<file path="config.mk">
export PLATFORM = sky130hd
export DESIGN_NAME = ecsu_top
export DESIGN_NICKNAME = d
export VERILOG_FILES = /design/src/ecsu_pkg.sv /design/src/ecsu_cfg_if.sv /design/src/ecsu_decode.sv /design/src/ecsu_top.sv
export SDC_FILE = /design/constraint.sdc
export NUM_CORES = 1
export LEC_CHECK = 0
export BUFFER_PORTS_ARGS = -buffer_cell sky130_fd_sc_hd__buf_2
export CORE_ASPECT_RATIO = 0.7
export CORE_MARGIN = 2
export CORE_UTILIZATION = 49
export DETAILED_ROUTE_END_ITERATION = 7
export PLACE_DENSITY = 0.83
export SYNTH_ARGS = -nofsm -noshare
export SYNTH_HDL_FRONTEND = slang
export SYNTH_SLANG_ARGS = --single-unit
</file>
<file path="constraint.sdc">
create_clock -name CLK -period 2 [get_ports CLK]
set_clock_uncertainty 0.05 [all_clocks]
set_input_delay 0.4 -clock CLK [delete_from_list [all_inputs] [get_ports CLK]]
set_output_delay 0.4 -clock CLK [all_outputs]
set_load 0.03 [all_outputs]
</file>
<file path="src/ecsu_pkg.sv">
package ecsu_pkg;
	// Register offsets on the register port
	localparam logic [15:0] OFS_STRETCH  = 16'h105C; // Stretch per select
	localparam logic [15:0] OFS_CTL      = 16'h105D; // Enables, polarity
	localparam logic [15:0] OFS_GP_BASE  = 16'h105E; // General base bits
	localparam logic [15:0] OFS_GP_SIZE  = 16'h105F; // Size and timing
	localparam logic [15:0] OFS_STATUS   = 16'h105B; // Live select state

	// Control register field positions
	localparam int CTL_IOA_EN   = 7;
	localparam int CTL_IOA_POL  = 6;
	localparam int CTL_IOB_EN   = 5;
	localparam int CTL_IOB_POL  = 4;
	localparam int CTL_PRIO     = 3;
	localparam int CTL_PROG_EN  = 2;
	localparam int CTL_PSIZE_HI = 1;
	localparam int CTL_PSIZE_LO = 0;

	// Size and timing register field positions
	localparam int SZ_IOA_TIM = 7;
	localparam int SZ_IOB_TIM = 6;
	localparam int SZ_GP_POL  = 4;
	localparam int SZ_GP_TIM  = 3;
	localparam int SZ_GP_HI   = 2;
	localparam int SZ_GP_LO   = 0;

	// Stretch register field positions (low bit of each pair)
	localparam int ST_IOA  = 6;
	localparam int ST_IOB  = 4;
	localparam int ST_GP   = 2;
	localparam int ST_PROG = 0;

	// Reset values and writable masks
	localparam logic [7:0] STRETCH_RST  = 8'h00;
	localparam logic [7:0] STRETCH_EXP  = 8'h01; // One cycle on program
	localparam logic [7:0] CTL_RST      = 8'h00;
	localparam logic [7:0] CTL_EXP      = 8'h04; // Program select on
	localparam logic [7:0] GP_BASE_RST  = 8'h00;
	localparam logic [7:0] GP_BASE_MASK = 8'hFC;
	localparam logic [7:0] GP_SIZE_RST  = 8'h07;
	localparam logic [7:0] GP_SIZE_MASK = 8'hDF;

	// Fixed windows inside the register block's 4K page
	localparam logic [11:0] IOA_LO = 12'h060;
	localparam logic [11:0] IOA_HI = 12'h7FF;
	localparam logic [11:0] IOB_LO = 12'h800;
	localparam logic [2:0]  GP_SIZE_OFF = 3'h7; // Zero size code

	// Stretch sequencer states
	typedef enum logic [3:0] {
		ECSU_IDLE    = 4'h1,
		ECSU_ACCESS  = 4'h2,
		ECSU_STRETCH = 4'h4,
		ECSU_DONE    = 4'h8
	} ecsu_state_t;

	// General window hit: only bits above the window size compare
	function automatic logic gp_match(input logic [15:0] addr,
		input logic [7:0] base, input logic [2:0] code);
		logic [15:0] m;
		m = ~(16'hFFFF >> code);
		gp_match = (code != GP_SIZE_OFF) &&
			(((addr ^ {base[7:2], 10'h000}) & m) == 16'h0000);
	endfunction : gp_match

	// Program window always ends at top of memory
	function automatic logic prog_match(input logic [15:0] addr,
		input logic [1:0] code);
		logic [15:0] m;
		m = ~(16'hFFFF >> code);
		prog_match = ((addr & m) == m);
	endfunction : prog_match
endpackage : ecsu_pkg

</file>
<file path="src/ecsu_cfg_if.sv">
`timescale 1ns/1ps
interface ecsu_cfg_if;
	logic [15:0] addr;     // CPU address under decode
	logic [3:0]  base_nib; // Register block page nibble
	logic [7:0]  ctl;      // Control register
	logic [7:0]  gp_size;  // Size and timing register
	logic [7:0]  gp_base;  // General base register
	logic        hit_a;    // First I/O window hit, enabled
	logic        hit_b;    // Second I/O window hit, enabled
	logic        hit_p;    // Program hit after priority
	logic        hit_g;    // General hit after priority

	// Owner supplies settings and reads hits
	modport owner (output addr, base_nib, ctl, gp_size, gp_base,
		input hit_a, hit_b, hit_p, hit_g);
	// Decoder turns settings into hits
	modport decoder (input addr, base_nib, ctl, gp_size, gp_base,
		output hit_a, hit_b, hit_p, hit_g);
endinterface : ecsu_cfg_if

</file>
<file path="src/ecsu_decode.sv">
`timescale 1ns/1ps
module ecsu_decode (
	ecsu_cfg_if.decoder cfg
);
	logic in_page; // Address lies in register block page
	logic raw_p;   // Program window, enable applied
	logic raw_g;   // General window, size code applied
	logic prio_g;  // General select wins overlap

	// Pure decode, no state, so hits follow the address directly
	always_comb begin
		in_page = (cfg.addr[15:12] == cfg.base_nib);
		cfg.hit_a = in_page && cfg.ctl[ecsu_pkg::CTL_IOA_EN] &&
			(cfg.addr[11:0] >= ecsu_pkg::IOA_LO) &&
			(cfg.addr[11:0] <= ecsu_pkg::IOA_HI);
		cfg.hit_b = in_page && cfg.ctl[ecsu_pkg::CTL_IOB_EN] &&
			(cfg.addr[11:0] >= ecsu_pkg::IOB_LO);
		raw_p = cfg.ctl[ecsu_pkg::CTL_PROG_EN] &&
			ecsu_pkg::prog_match(cfg.addr,
			cfg.ctl[ecsu_pkg::CTL_PSIZE_HI:ecsu_pkg::CTL_PSIZE_LO]);

		raw_g = ecsu_pkg::gp_match(cfg.addr, cfg.gp_base,
			cfg.gp_size[ecsu_pkg::SZ_GP_HI:ecsu_pkg::SZ_GP_LO]);

		prio_g = cfg.ctl[ecsu_pkg::CTL_PRIO];
		// Overlap: only the favoured select asserts
		cfg.hit_p = raw_p && !(raw_g && prio_g);
		cfg.hit_g = raw_g && !(raw_p && !prio_g);
	end
endmodule : ecsu_decode

</file>
<file path="src/ecsu_top.sv">
`timescale 1ns/1ps
// Summary of operation
// First I/O select: address-valid or E-high timing
// Second I/O select: address-valid or E-high timing
// General select polarity bit: 0 low, 1 high
// General select timing: address-valid or E-high
// Three-bit general size code, 111 disables
// General size resets to 111, select off
// I/O windows x060-x7FF and x800-xFFF in page
// I/O enable bits, cleared at reset
// I/O polarity bits: 1 high, 0 low
// Program enable resets to 1 in expanded mode
// Program window size, always ends at FFFF
// Program stretch resets to one in expanded
// Priority bit picks winner on overlap
// Per-select stretch of zero to three E clocks
// Program select address-valid timing, active low
// General base compared only above window size
// Stretch codes 00..11 give 0..3 cycles
// Enabled select asserts on any matching access
// Disabled select never asserts, frees pin
// Attached device completes within stretched E cycle
module ecsu_top #(
	parameter int ADDR_W = 16, // CPU address width
	parameter int DATA_W = 8   // Register width
) (
	input  wire logic              CLK,
	input  wire logic              RST_N,
	input  wire logic              CE,
	input  wire logic              EXPANDED_MODE,
	input  wire logic [15:0]       REG_ADDR,
	input  wire logic [DATA_W-1:0] REG_WDATA,
	input  wire logic              REG_WR,
	input  wire logic              REG_RD,
	output logic      [DATA_W-1:0] REG_RDATA,
	input  wire logic [ADDR_W-1:0] CPU_ADDR,
	input  wire logic              ADDR_VALID,
	input  wire logic              E_HIGH,
	input  wire logic              E_TICK,
	input  wire logic [3:0]        REG_BLOCK_BASE,
	output logic                   IO_SELECT_A,
	output logic                   IO_SELECT_B,
	output logic                   PROGRAM_SELECT,
	output logic                   GENERAL_SELECT,
	output logic      [3:0]        SELECT_PIN_OWNED,
	output logic                   STRETCH_HOLD,
	output logic      [1:0]        ACCESS_STRETCH
);
	// Decode and field layout assume an 8-bit, 64K machine
	if (ADDR_W != 16 || DATA_W != 8) begin : g_bad_width
		$error("ecsu_top supports only ADDR_W 16 and DATA_W 8");
	end

	// Whole state of the block in one record
	typedef struct packed {
		logic [7:0]           stretch;   // Stretch register
		logic [7:0]           ctl;       // Control register
		logic [7:0]           gp_base;   // General base register
		logic [7:0]           gp_size;   // Size and timing register
		logic [7:0]           rdata;     // Read data, one cycle
		logic                 init_done; // Mode defaults applied
		ecsu_pkg::ecsu_state_t fsm;      // Stretch sequencer
		logic [1:0]           cnt;       // Stretch cycles left
		logic [1:0]           acc_st;    // Stretch of this access
		logic [3:0]           hits;      // Hits latched this access
		logic                 sel_a;     // Pin level, first I/O
		logic                 sel_b;     // Pin level, second I/O
		logic                 sel_p;     // Pin level, program
		logic                 sel_g;     // Pin level, general
		logic [3:0]           owned;     // Pin given to a select
	} ecsu_regs_t;

	ecsu_regs_t r;      // Registered state
	ecsu_regs_t next_r; // Next state

	ecsu_cfg_if cfg (); // Settings to decoder, hits back

	// Decoder sees registered settings; address and page nibble come straight from inputs
	assign cfg.addr     = CPU_ADDR;
	assign cfg.base_nib = REG_BLOCK_BASE;
	assign cfg.ctl      = r.ctl;
	assign cfg.gp_size  = r.gp_size;
	assign cfg.gp_base  = r.gp_base;

	ecsu_decode u_decode (
		.cfg (cfg)
	);

	// Stretch field of the first hit select: first I/O, second I/O, program, general
	function automatic logic [1:0] pick_stretch(input logic [7:0] st,
		input logic [3:0] h);
		logic [1:0] v;
		v = 2'h0;
		if (h[0])      v = st[ecsu_pkg::ST_IOA +: 2];
		else if (h[1]) v = st[ecsu_pkg::ST_IOB +: 2];
		else if (h[2]) v = st[ecsu_pkg::ST_PROG +: 2];
		else if (h[3]) v = st[ecsu_pkg::ST_GP +: 2];
		return v;
	endfunction : pick_stretch

	// Drive level for a select given activity and polarity
	function automatic logic drive_level(input logic act,
		input logic act_high);
		return act_high ? act : !act;
	endfunction : drive_level

	logic [3:0] hit_now;    // Live hits from the decoder
	logic       e_phase;    // E high, or held high by stretch
	logic       act_a;      // First I/O active this cycle
	logic       act_b;      // Second I/O active this cycle
	logic       act_p;      // Program active this cycle
	logic       act_g;      // General active this cycle
	logic       write_hit;  // Register write this cycle
	logic [7:0] status;     // Live status byte

	assign hit_now = {cfg.hit_g, cfg.hit_p, cfg.hit_b, cfg.hit_a};

	// Next-state logic for registers, sequencer and pins
	always_comb begin
		next_r = r;
		write_hit = REG_WR && r.init_done;
		e_phase = E_HIGH || (r.fsm == ecsu_pkg::ECSU_STRETCH);

		// Mode defaults caught once, the cycle after reset release
		if (!r.init_done) begin
			next_r.init_done = 1'b1;
			if (EXPANDED_MODE) begin
				next_r.ctl = ecsu_pkg::CTL_EXP;
				next_r.stretch = ecsu_pkg::STRETCH_EXP;
			end
		end

		// Register writes; reserved bits stay zero
		if (write_hit) begin
			unique case (REG_ADDR)
				ecsu_pkg::OFS_STRETCH: begin
					next_r.stretch = REG_WDATA;
				end
				ecsu_pkg::OFS_CTL: begin
					next_r.ctl = REG_WDATA;
				end
				ecsu_pkg::OFS_GP_BASE: begin
					next_r.gp_base = REG_WDATA &
						ecsu_pkg::GP_BASE_MASK;
				end
				ecsu_pkg::OFS_GP_SIZE: begin
					next_r.gp_size = REG_WDATA &
						ecsu_pkg::GP_SIZE_MASK;
				end
				default: begin
					// Unmapped write is dropped
				end
			endcase
		end

		// Status: latched hits, sequencer, mode
		status = {2'h0, (r.fsm == ecsu_pkg::ECSU_STRETCH),
			EXPANDED_MODE, r.hits};

		// Read data stands only in the cycle after the strobe
		next_r.rdata = 8'h00;
		if (REG_RD) begin
			unique case (REG_ADDR)
				ecsu_pkg::OFS_STRETCH: next_r.rdata = r.stretch;
				ecsu_pkg::OFS_CTL:     next_r.rdata = r.ctl;
				ecsu_pkg::OFS_GP_BASE: next_r.rdata = r.gp_base;
				ecsu_pkg::OFS_GP_SIZE: next_r.rdata = r.gp_size;
				ecsu_pkg::OFS_STATUS:  next_r.rdata = status;
				default:               next_r.rdata = 8'h00;
			endcase
		end

		// Stretch sequencer, one run per CPU access
		unique case (r.fsm)
			ecsu_pkg::ECSU_IDLE: begin
				// Latch winner's stretch when a select hits
				if (ADDR_VALID && (hit_now != 4'h0)) begin
					next_r.hits = hit_now;
					next_r.acc_st = pick_stretch(r.stretch,
						hit_now);
					next_r.cnt = pick_stretch(r.stretch, hit_now);
					next_r.fsm = ecsu_pkg::ECSU_ACCESS;
				end else begin
					next_r.hits = 4'h0;
					next_r.acc_st = 2'h0;
				end
			end
			ecsu_pkg::ECSU_ACCESS: begin
				// End of the normal E-high phase
				if (!ADDR_VALID) begin
					next_r.fsm = ecsu_pkg::ECSU_IDLE;
				end else if (E_TICK) begin
					if (r.cnt != 2'h0) begin
						next_r.fsm = ecsu_pkg::ECSU_STRETCH;
					end else begin
						next_r.fsm = ecsu_pkg::ECSU_DONE;
					end
				end
			end
			ecsu_pkg::ECSU_STRETCH: begin
				// Each tick consumes one extra E clock
				if (!ADDR_VALID) begin
					next_r.fsm = ecsu_pkg::ECSU_IDLE;
				end else if (E_TICK) begin
					next_r.cnt = r.cnt - 2'h1;
					if (r.cnt == 2'h1) begin
						next_r.fsm = ecsu_pkg::ECSU_DONE;
					end
				end
			end
			ecsu_pkg::ECSU_DONE: begin
				// Wait for the address to go away
				if (!ADDR_VALID) begin
					next_r.fsm = ecsu_pkg::ECSU_IDLE;
				end
			end
			default: begin
				// Illegal code recovers to idle
				next_r.fsm = ecsu_pkg::ECSU_IDLE;
			end
		endcase

		// Activity with each I/O and general select's timing choice; program on address-valid only
		act_a = ADDR_VALID && cfg.hit_a &&
			(r.gp_size[ecsu_pkg::SZ_IOA_TIM] || e_phase);
		act_b = ADDR_VALID && cfg.hit_b &&
			(r.gp_size[ecsu_pkg::SZ_IOB_TIM] || e_phase);
		act_p = ADDR_VALID && cfg.hit_p;
		act_g = ADDR_VALID && cfg.hit_g &&
			(r.gp_size[ecsu_pkg::SZ_GP_TIM] || e_phase);

		// Pin levels; a disabled select holds its idle level
		next_r.sel_a = drive_level(act_a,
			r.ctl[ecsu_pkg::CTL_IOA_POL]);
		next_r.sel_b = drive_level(act_b,
			r.ctl[ecsu_pkg::CTL_IOB_POL]);
		next_r.sel_p = drive_level(act_p, 1'b0);
		next_r.sel_g = drive_level(act_g,
			r.gp_size[ecsu_pkg::SZ_GP_POL]);

		// Pin ownership follows the enables
		next_r.owned = {
			(r.gp_size[ecsu_pkg::SZ_GP_HI:ecsu_pkg::SZ_GP_LO] !=
				ecsu_pkg::GP_SIZE_OFF),
			r.ctl[ecsu_pkg::CTL_PROG_EN],
			r.ctl[ecsu_pkg::CTL_IOB_EN],
			r.ctl[ecsu_pkg::CTL_IOA_EN]};
	end

	// State register; clock enable freezes everything
	always_ff @(posedge CLK or negedge RST_N) begin
		if (!RST_N) begin
			r.stretch   <= ecsu_pkg::STRETCH_RST;
			r.ctl       <= ecsu_pkg::CTL_RST;
			r.gp_base   <= ecsu_pkg::GP_BASE_RST;
			r.gp_size   <= ecsu_pkg::GP_SIZE_RST;
			r.rdata     <= 8'h00;
			r.init_done <= 1'b0;
			r.fsm       <= ecsu_pkg::ECSU_IDLE;
			r.cnt       <= 2'h0;
			r.acc_st    <= 2'h0;
			r.hits      <= 4'h0;
			// Idle levels for reset polarities
			r.sel_a     <= 1'b1;
			r.sel_b     <= 1'b1;
			r.sel_p     <= 1'b1;
			r.sel_g     <= 1'b1;
			r.owned     <= 4'h0;
		end else if (CE) begin
			r <= next_r;
		end
	end

	// Outputs straight from flip-flops, STRETCH_HOLD decoded from the sequencer state
	assign REG_RDATA        = r.rdata;
	assign IO_SELECT_A      = r.sel_a;
	assign IO_SELECT_B      = r.sel_b;
	assign PROGRAM_SELECT   = r.sel_p;
	assign GENERAL_SELECT   = r.sel_g;
	assign SELECT_PIN_OWNED = r.owned;
	// Asks the E generator to hold E high; the device must cope
	assign STRETCH_HOLD     = (r.fsm == ecsu_pkg::ECSU_STRETCH);
	assign ACCESS_STRETCH   = r.acc_st;
endmodule : ecsu_top

</file>
==> summary.txt, run 1 <==
status: finished, violations left
failing checks: negative setup slack
DR iter-0 viols: 247
Fin Hold WS: 0.0003814 ns
RSZ-0062 raised after global routing: true
Vias: 2,879
switching part of the total: 29.84%
row count: 24
Die Wd: 102.0 um
Max clock buf depth: 2
distinct cell type count after synthesis: 52
P_int: 2.063 mW
area post-placement: 0.003840 mm2
worst skew pair latency: 0.34 ns
gr usage total: 25.23%
post-route insts no fill: 513
#FFs+latches synth: 58
maximum VDD drop: 0.4382 mV
Post-Synthesis Cells: 335
number of antenna diodes: 0
Post-Route WL: 8.797 mm
nets: 472
top cell type's share of synthesized area: 38.01%
CP Data Arrival Time: 2.24 ns
die area: 0.007400 mm2
relative slew slack: 68.04%
met3 Use GR: 7.471%
CP Max Fanout: 7
Post-Synthesis Net Count: 390
startpoint class of the critical path: flip-flop
max cap viols: 0
GRT busiest layer: met2
Main synth FF type: dfrtp_1
grt met1 use: 35.76%
Area Overhead vs Synth: 24.33%
routed len/inst: 17.15 um
synthesized area per cell: 9.827 um2
number of global-route vias before repair: 2,819
Die Height: 72.58 um
clock sink total: 58
Final Util: 64.29%
Final Cell Area: 0.004093 mm2
share of cells above drive strength 1: 38.39%
Flop pwr share: 44.4%
Warnings, synthesis: 0
critical path required time: 2.16 ns
Setup Crit Path Kind: reg -> reg
initial antenna violation count: 0
cell taking the most area after synthesis: dfrtp_1
Worst Hold Class: in -> async
Initial Util: 51.71%
Final WS setup: -0.08109 ns
Pwr per Cell Area: 718.4 mW/mm2
sequential element share of the synthesized area: 44.39%
IO buf count: 66
EDFF count, synth: 0
Post-synth ARST share: 100.0%
Synth Cell Area: 0.003292 mm2
count leader, synth: nand2_1
post-route ant nets: 0
Final Hold Fails: 0
clock network power share: 33.9%
NetSw: 0.8773 mW
DRT Pass-1 Iters: 5
Crit. End Element: flip-flop
DRC viols: 0
H-tree lvl count: 3
Finish-stage setup viols: 5
CTS tree: built
io pins: 72
Comb pwr share: 21.7%
met2 Usage GRT: 37.06%
vias per cell: 5.612
Max Slew Vio Count: 0
first-pass GRT wire length: 13.89 mm
CTS Buf Count: 9
total power: 2.940 mW
synth top area cells: dfrtp_1 (38%), dfstp_2 (6.4%), nand2_1 (6.3%)
clock-pin slew on the worst setup and hold paths: 0.06 ns
CTS root buffer: clkbuf_8
DP HPWL: 6.549 mm
min Tclk post-route: 2.081 ns
Final period util: 104.1%
Post-Route Setup TNS: -0.2273 ns
top cells by count, synth: nand2_1 (55), dfrtp_1 (50), o21ai_0 (32), inv_1 (17), mux2_2 (17)
routability-driven placement congestion ratio: 0.9897
pre-CTS setup slack: -0.3620 ns
Cells after DPL: 495
CORE AREA: 0.006366 mm2
FMAX: 480.5 MHz
Worst-Margin Slew: 0.4733 ns
overflow left after global routing: 0
P_leak: 1.849 nW
largest net degree at the start of global routing: 59
## cell type report
class	count	area (um2)
Clock inverter	2	10.01
Multi-Input combinational cell	235	1672
Timing Repair Buffer	96	599.3
Sequential cell	58	1461
Inverter	17	63.81
Fill cell	536	2273
Tap cell	91	113.9
Clock buffer	14	172.7
## kinds of logic after synthesis
| kind of cell | Yosys count | share of synthesized area [%] |
|---|---|---|
| xor+xnor | 14 | 3.725 |
| simple gates | 112 | 17.22 |
| flops | 58 | 44.39 |
| compound gates | 78 | 15.13 |
| mux | 29 | 12.28 |
| fa+ha+maj | 2 | 0.7600 |
| buf+inv | 42 | 6.499 |
## what timing repair did
action / 4_1_cts / 5_1_grt
setup endpoints to repair: 5 / 21
gates resized for setup: 4 / 9
cloned: 0 / 0
setup buffers: 0 / 2
hold buffers: 0 / 0
hold endpoints to repair: 0 / 0
pin swaps: 1 / 6
## sequential cells by signal (all words and copies together) (netlist names), 2 cells and up
register,cells
cfg.gp_size,7
REG_RDATA,8
cfg.gp_base,6
cfg.ctl,8
r,19
SELECT_PIN_OWNED,4
ACCESS_STRETCH,2
## power by group through the flow
stage               combinational (mW)  clock [mW]  sequential, mW
floorplan                        0.384           0            1.31
global placement                 0.595           0            1.32
detailed placement               0.613           0            1.32
CTS                              0.623        1.01            1.30
global route                     0.697        1.07            1.31
finish                           0.639       0.997            1.30
## critical path, cell delays in order, from the launching register on
cell      delay, ns
dfstp_2        0.59
and3_1         0.28
a21oi_1        0.09
nand3_1        0.19
buf_4          0.15
o31ai_1        0.07
a32oi_1        0.39
o211ai_1       0.14
## layout by cell type, fill, tap and decap left out, types with 7 or more instances in the layout
master / n
buf_2: 63
a21oi_1: 7
xor2_1: 12
mux2_2: 17
dfrtp_1: 50
nand3_1: 9
buf_4: 27
nor2_1: 9
inv_1: 16
clkbuf_8: 12
o21ai_0: 30
nand2_1: 55
dfstp_2: 8
o22ai_1: 7
## metal layers
| metal | wire length (um) | vias up |
|---|---|---|
| li1 | - | 1351 |
| met1 | 4134 | 1377 |
| met2 | 3837 | 133 |
| met3 | 668 | 18 |
| met4 | 157 | 0 |
| met5 | 0 | - |
## worst paths after layout
| path | cells after the start | slack, ns | start | to |
|---|---|---|---|---|
| max | 7 | -0.08 | cfg.gp_size[2] | r[15] |
| min | 2 | 0.0004 | RST_N | REG_RDATA[4] |
| max reg2reg | 7 | -0.08 | cfg.gp_size[2] | r[15] |
| min reg2reg | 2 | 0.44 | r[10] | r[10] |
| max in group asynchronous | 2 | 1.58 | RST_N | cfg.gp_size[2] |
| min in group CLK | 3 | 0.25 | REG_WDATA[1] | r[54] |
Note: power is estimated with default switching activity, not from simulation.
==> inputs of run 2 (changes only) <==
ABC_AREA = 0   (was default)
CAP_MARGIN = 0   (was default)
CORE_UTILIZATION = 50   (was 49)
PLACE_DENSITY = 0.84   (was 0.83)
SYNTH_HIERARCHICAL = 1   (was default)
==> run 2 against run 1 <==
Compared with the run above:
- combinational power up 10%
- the run still ends with negative setup slack left
- worst hold slack better by 0.0020 ns
- first-iteration DRC count up 5.3%
- sequential power up 6%
- final area up 11%
- synthesized area up 5.2%
- die area up 3.0%
- power up 9.3%
- global-route usage up 2.5 points
==> summary.txt, run 2 <==
Post-Route WL: 9.921 mm
Warnings, synthesis: 6
Post-Synthesis Net Count: 382
Final Util: 67.78%
Post-CTS Hold Buffers: 0
number of global-route vias before repair: 2,975
CP Max Fanout: 5
post-route ant nets: 0
slowest cell delay on critical path: 0.50 ns
commonest cells after routing, fill and taps aside: buf_2 (65), dfrtp_1 (50), buf_4 (49), nand2_1 (28), mux2i_1 (16)
status: finished, violations left
Final Hold Fails: 0
CORE AREA: 0.006725 mm2
gr usage total: 27.73%
Finish-stage setup viols: 7
Final WS setup: -0.4392 ns
critical path required time: 2.18 ns
CP bufs+invs: 0
P_leak: 2.114 nW
# fillers: 504
crit-path leading delay family: compound AO/OA/AOI/OAI gates
Worst-Margin Slew: 0.4783 ns
DR iter-0 viols: 260
Crit. End Element: flip-flop
commonest non-fill, non-tap cell in the layout: buf_2
Vias: 3,055
clock-pin slew on the worst setup and hold paths: 0.07 ns
met3 Use GR: 7.517%
met2 Usage GRT: 44.16%
CTS Buf Count: 9
Setup Crit Path Kind: reg -> reg
Synth Cell Area: 0.003463 mm2
CTS root buffer: clkbuf_8
Fin Hold WS: 0.002351 ns
number of antenna diodes: 0
slowest CP cell: o41a_1
die area: 0.007619 mm2
r2r setup slk: -0.44 ns
worst r2r dst: r[15]
CP Data Arrival Time: 2.62 ns
io pins: 72
IO buf count: 66
Pwr per Cell Area: 705.1 mW/mm2
routed len/inst: 18.97 um
RSZ-0062 raised after global routing: true
max FFs per register: 19
CTS tree: built
Initial Util: 51.50%
worst skew pair latency: 0.34 ns
Final period util: 122.0%
area post-placement: 0.004158 mm2
H-tree lvl count: 3
routability-driven placement congestion ratio: 0.9931
initial antenna violation count: 0
Reg2Reg Depth: 7
Max clock buf depth: 2
overflow left after global routing: 0
share of cells above drive strength 1: 47.79%
maximum VDD drop: 0.5621 mV
grt met1 use: 38.46%
critical path cell sequence: nor3_2, o22ai_2, o41a_1, o41ai_4, o22a_1, or3_4, mux2_4
max cap viols: 0
DRT Pass-1 Iters: 5
Area Overhead vs Synth: 31.61%
nets: 479
Die Height: 73.63 um
largest reg by FF count: r
clock sink total: 58
failing checks: negative setup slack
FMAX: 410.0 MHz
first-pass GRT wire length: 15.56 mm
largest net degree at the start of global routing: 59
Max Slew Vio Count: 0
vias per cell: 5.841
min Tclk post-route: 2.439 ns
Die Wd: 103.5 um
Final Cell Area: 0.004558 mm2
reg2reg start: cfg.gp_size[0]
GRT busiest layer: met2
synthesized area per cell: 10.59 um2
Post-Synthesis Cells: 327
Worst Hold Class: in -> async
DP HPWL: 7.233 mm
row count: 25
relative slew slack: 68.00%
DRC viols: 0
startpoint class of the critical path: flip-flop
Post-Route Setup TNS: -2.279 ns
-- run 2: worst max-delay path by stage --
| stage | start | to | cells after the start | slack (ns) |
|---|---|---|---|---|
| 2_1_floorplan | cfg.gp_base[2] | r[15] | 8 | -0.28 |
| 3_3_place_gp | CPU_ADDR[10] | r[15] | 9 | -0.45 |
| 3_5_place_dp | CPU_ADDR[10] | r[15] | 9 | -0.50 |
| 4_1_cts | cfg.gp_size[1] | r[14] | 7 | -0.34 |
| 5_1_grt | cfg.gp_size[0] | r[15] | 7 | -0.49 |
| 6_report | cfg.gp_size[0] | r[15] | 7 | -0.44 |
-- run 2: cell type report --
| type | count | area [um2] | share of cell area, % |
|---|---|---|---|
| clock buffer | 12 | 155.1 | 3.404 |
| multi-input combinational | 221 | 1958 | 42.96 |
| timing repair buffer | 118 | 755.7 | 16.58 |
| sequential | 58 | 1461 | 32.06 |
| tap | 94 | 117.6 | 2.580 |
| inverter | 16 | 60.06 | 1.318 |
| clock inverter | 4 | 50.05 | 1.098 |
-- run 2: repair_timing --
item / in CTS / in global routing
resized for setup: 9 / 18
pin swaps: 6 / 15
setup buffers: 4 / 4
setup endpoints to repair: 8 / 19
-- run 2: metrics by stage --
step	total power [mW]	setup slack (ns)	cells
2_1_floorplan	1.786	-0.2832	327
3_5_place_dp	2.007	-0.4963	500
5_1_grt	3.359	-0.4893	523
6_report	3.214	-0.4392	523
3_3_place_gp	1.983	-0.4533	500
4_1_cts	3.165	-0.3434	520
-- run 2: worst reg2reg max path: cells and delay by family (launching register included) --
kind,cells,cell delay (ns)
and+or+nand+nor,2,0.35
muxes,1,0.29
DFF,1,0.41
AOI/OAI and AO/OA,4,1.23
-- run 2: routing by layer --
layer / wire length (um) / vias to the layer above
met5: 0 / -
met4: 113 / 0
met3: 750 / 12
met2: 4579 / 154
met1: 4477 / 1500
li1: - / 1389
-- run 2: power breakdown --
part           total [mW]  internal, mW  leakage, nW  switching [mW]
sequential           1.38          1.26        0.760           0.120
clock                1.13         0.641       0.0986           0.484
combinational       0.706         0.319         1.26           0.386
total                3.21          2.22         2.11           0.990
==> inputs of run 3 (changes only) <==
CORE_UTILIZATION = 55   (was 50)
PLACE_DENSITY = 0.87   (was 0.84)
clock period = 2.6 ns   (was 2 ns; I/O delays follow)
==> run 3 against run 2 <==
Compared with the run above:
- cell count down 7.5%
- combinational power down 34%
- global-route usage up 0.67 points
- first-iteration DRC count up 27%
- flip-flop and latch count unchanged
- via count down 2.5%
- final area down 7.3%
- worst hold slack better by 0.034 ns
- the flow now finishes without violations
- utilization up 0.86 points
- critical path type unchanged
- maximum frequency down 4.2%
- highest routed layer unchanged
- die area down 8.7%
==> summary.txt, run 3 (synthesis gave the netlist of run 2 again) <==
status: complete, no violations
number of global-route vias before repair: 2,974
io pins: 72
CORE AREA: 0.006156 mm2
largest reg by FF count: r
Finish-stage setup viols: 0
Setup Crit Path Kind: reg -> reg
CTS Buf Count: 9
Flop pwr share: 42.1%
Die Wd: 98.85 um
Worst Hold Class: in -> async
Post-Route Setup TNS: 0 ns
Max clock buf depth: 2
CTS root buffer: clkbuf_8
CP Max Fanout: 3
DRT Pass-1 Iters: 5
die area: 0.006958 mm2
clock-pin slew on the worst setup and hold paths: 0.07 ns
worst skew pair latency: 0.35 ns
Die Height: 70.39 um
Final period util: 97.93%
critical path required time: 2.78 ns
Post-Route WL: 9.219 mm
first-pass GRT wire length: 15.06 mm
post-route ant nets: 0
FMAX: 392.7 MHz
Area Overhead vs Synth: 22.00%
DP HPWL: 6.871 mm
CP Data Arrival Time: 2.73 ns
initial antenna violation count: 0
vias per cell: 6.155
DRC viols: 0
H-tree lvl count: 3
Worst-Margin Slew: 0.6293 ns
Crit. End Element: flip-flop
max cap viols: 0
DR iter-0 viols: 330
min Tclk post-route: 2.546 ns
Comb pwr share: 18.6%
Vias: 2,979
slowest CP cell: dfrtp_1
Pwr per Cell Area: 591.4 mW/mm2
CTS tree: built
clock network power share: 39.3%
row count: 24
Final Hold Fails: 0
CP bufs+invs: 1
Max Slew Vio Count: 0
P_int: 1.785 mW
clock sink total: 58
Fin Hold WS: 0.03648 ns
share of cells above drive strength 1: 40.64%
NetSw: 0.7143 mW
largest net degree at the start of global routing: 24
routed len/inst: 19.05 um
P_leak: 1.960 nW
slowest cell delay on critical path: 0.41 ns
maximum VDD drop: 0.4946 mV
max FFs per register: 19
crit-path leading delay family: compound AO/OA/AOI/OAI gates
gr usage total: 28.40%
number of antenna diodes: 0
Initial Util: 56.26%
critical path cell sequence: xor2_1, o21ai_1, a21boi_2, a2111oi_4, o41ai_2, buf_4, o22a_1, or3_1, a221o_1
overflow left after global routing: 0
switching part of the total: 28.58%
nets: 456
routability-driven placement congestion ratio: 0.9055
IO buf count: 66
commonest cells after routing, fill and taps aside: buf_2 (66), dfrtp_1 (50), nand2_1 (28), buf_4 (28)
startpoint class of the critical path: flip-flop
relative slew slack: 57.92%
commonest non-fill, non-tap cell in the layout: buf_2
[run 3: cell count changes in the layout (fill, tap and decap cells not counted), sizes merged]
cell,previous run,this run
buf,118,95
bufinv,1,2
clkinvlp,2,1
[run 3: area by class of cell]
| type | count | area, um2 |
|---|---|---|
| inverters | 16 | 60.06 |
| clock buffers | 12 | 165.2 |
| clock inverters | 4 | 72.57 |
| well taps | 78 | 97.59 |
| flip-flops and latches | 58 | 1461 |
| repair buffers | 95 | 560.5 |
| multi-input cells | 221 | 1808 |
| fillers | 455 | 1931 |
[run 3: path summary, 6_finish.rpt]
path	endpoint	slack (ns)	startpoint	depth (start not counted)
setup / recovery	r[14]	0.05	cfg.gp_base[2]	9
hold / removal	cfg.ctl[4]	0.04	RST_N	1
hold reg to reg	PROGRAM_SELECT	0.44	PROGRAM_SELECT	2
setup reg to reg	r[14]	0.05	cfg.gp_base[2]	9
max in group asynchronous	cfg.gp_size[2]	1.77	RST_N	2
min in group CLK	r[53]	0.37	REG_WDATA[0]	2
[run 3: layer usage]
layer | GRT usage, % | wire length, um | up-vias
met4 | 11.26 | 237 | 0
met3 | 9.309 | 900 | 26
met5 | 0 | 0 | -
met1 | 38.99 | 3889 | 1448
met2 | 41.67 | 4192 | 166
li1 | - | - | 1339
[run 3: power by group through the flow]
stage | Sequential (mW) | Clock, mW | Combinational (mW)
floorplan | 1.03 | 0 | 0.325
global route | 1.07 | 1.04 | 0.509
global placement | 1.06 | 0 | 0.419
finish | 1.05 | 0.982 | 0.464
CTS | 1.05 | 0.998 | 0.452
detailed placement | 1.07 | 0 | 0.442
[run 3: repair_timing]
item	CTS	global route
setup endpoints to repair	5	3
pin swaps	1	6
buffers inserted	0	5
hold buffers	0	0
resized for setup	6	6
[run 3: worst reg2reg max path, stage by stage (launching register included)]
cell       delay [ns]
dfrtp_1          0.41
xor2_1           0.17
o21ai_1          0.19
a21boi_2         0.12
a2111oi_4        0.33
o41ai_2          0.15
buf_4            0.15
o22a_1           0.14
or3_1            0.35
a221o_1          0.37
[run 3: per-stage QoR]
stage / utilization, % / worst slack [ns] / instances / cell area (um2) / total power, mW
after floorplan: - / 0.06489 / 327 / 3470 / 1.352
after global placement: 63.07 / -0.2308 / 463 / 3882 / 1.481
after detailed placement: 63.07 / -0.4076 / 463 / 3882 / 1.510
after CTS: 67.26 / 0.02258 / 479 / 4140 / 2.503
after global routing: 68.64 / -0.01549 / 484 / 4225 / 2.616
final: 68.64 / 0.05375 / 484 / 4225 / 2.499
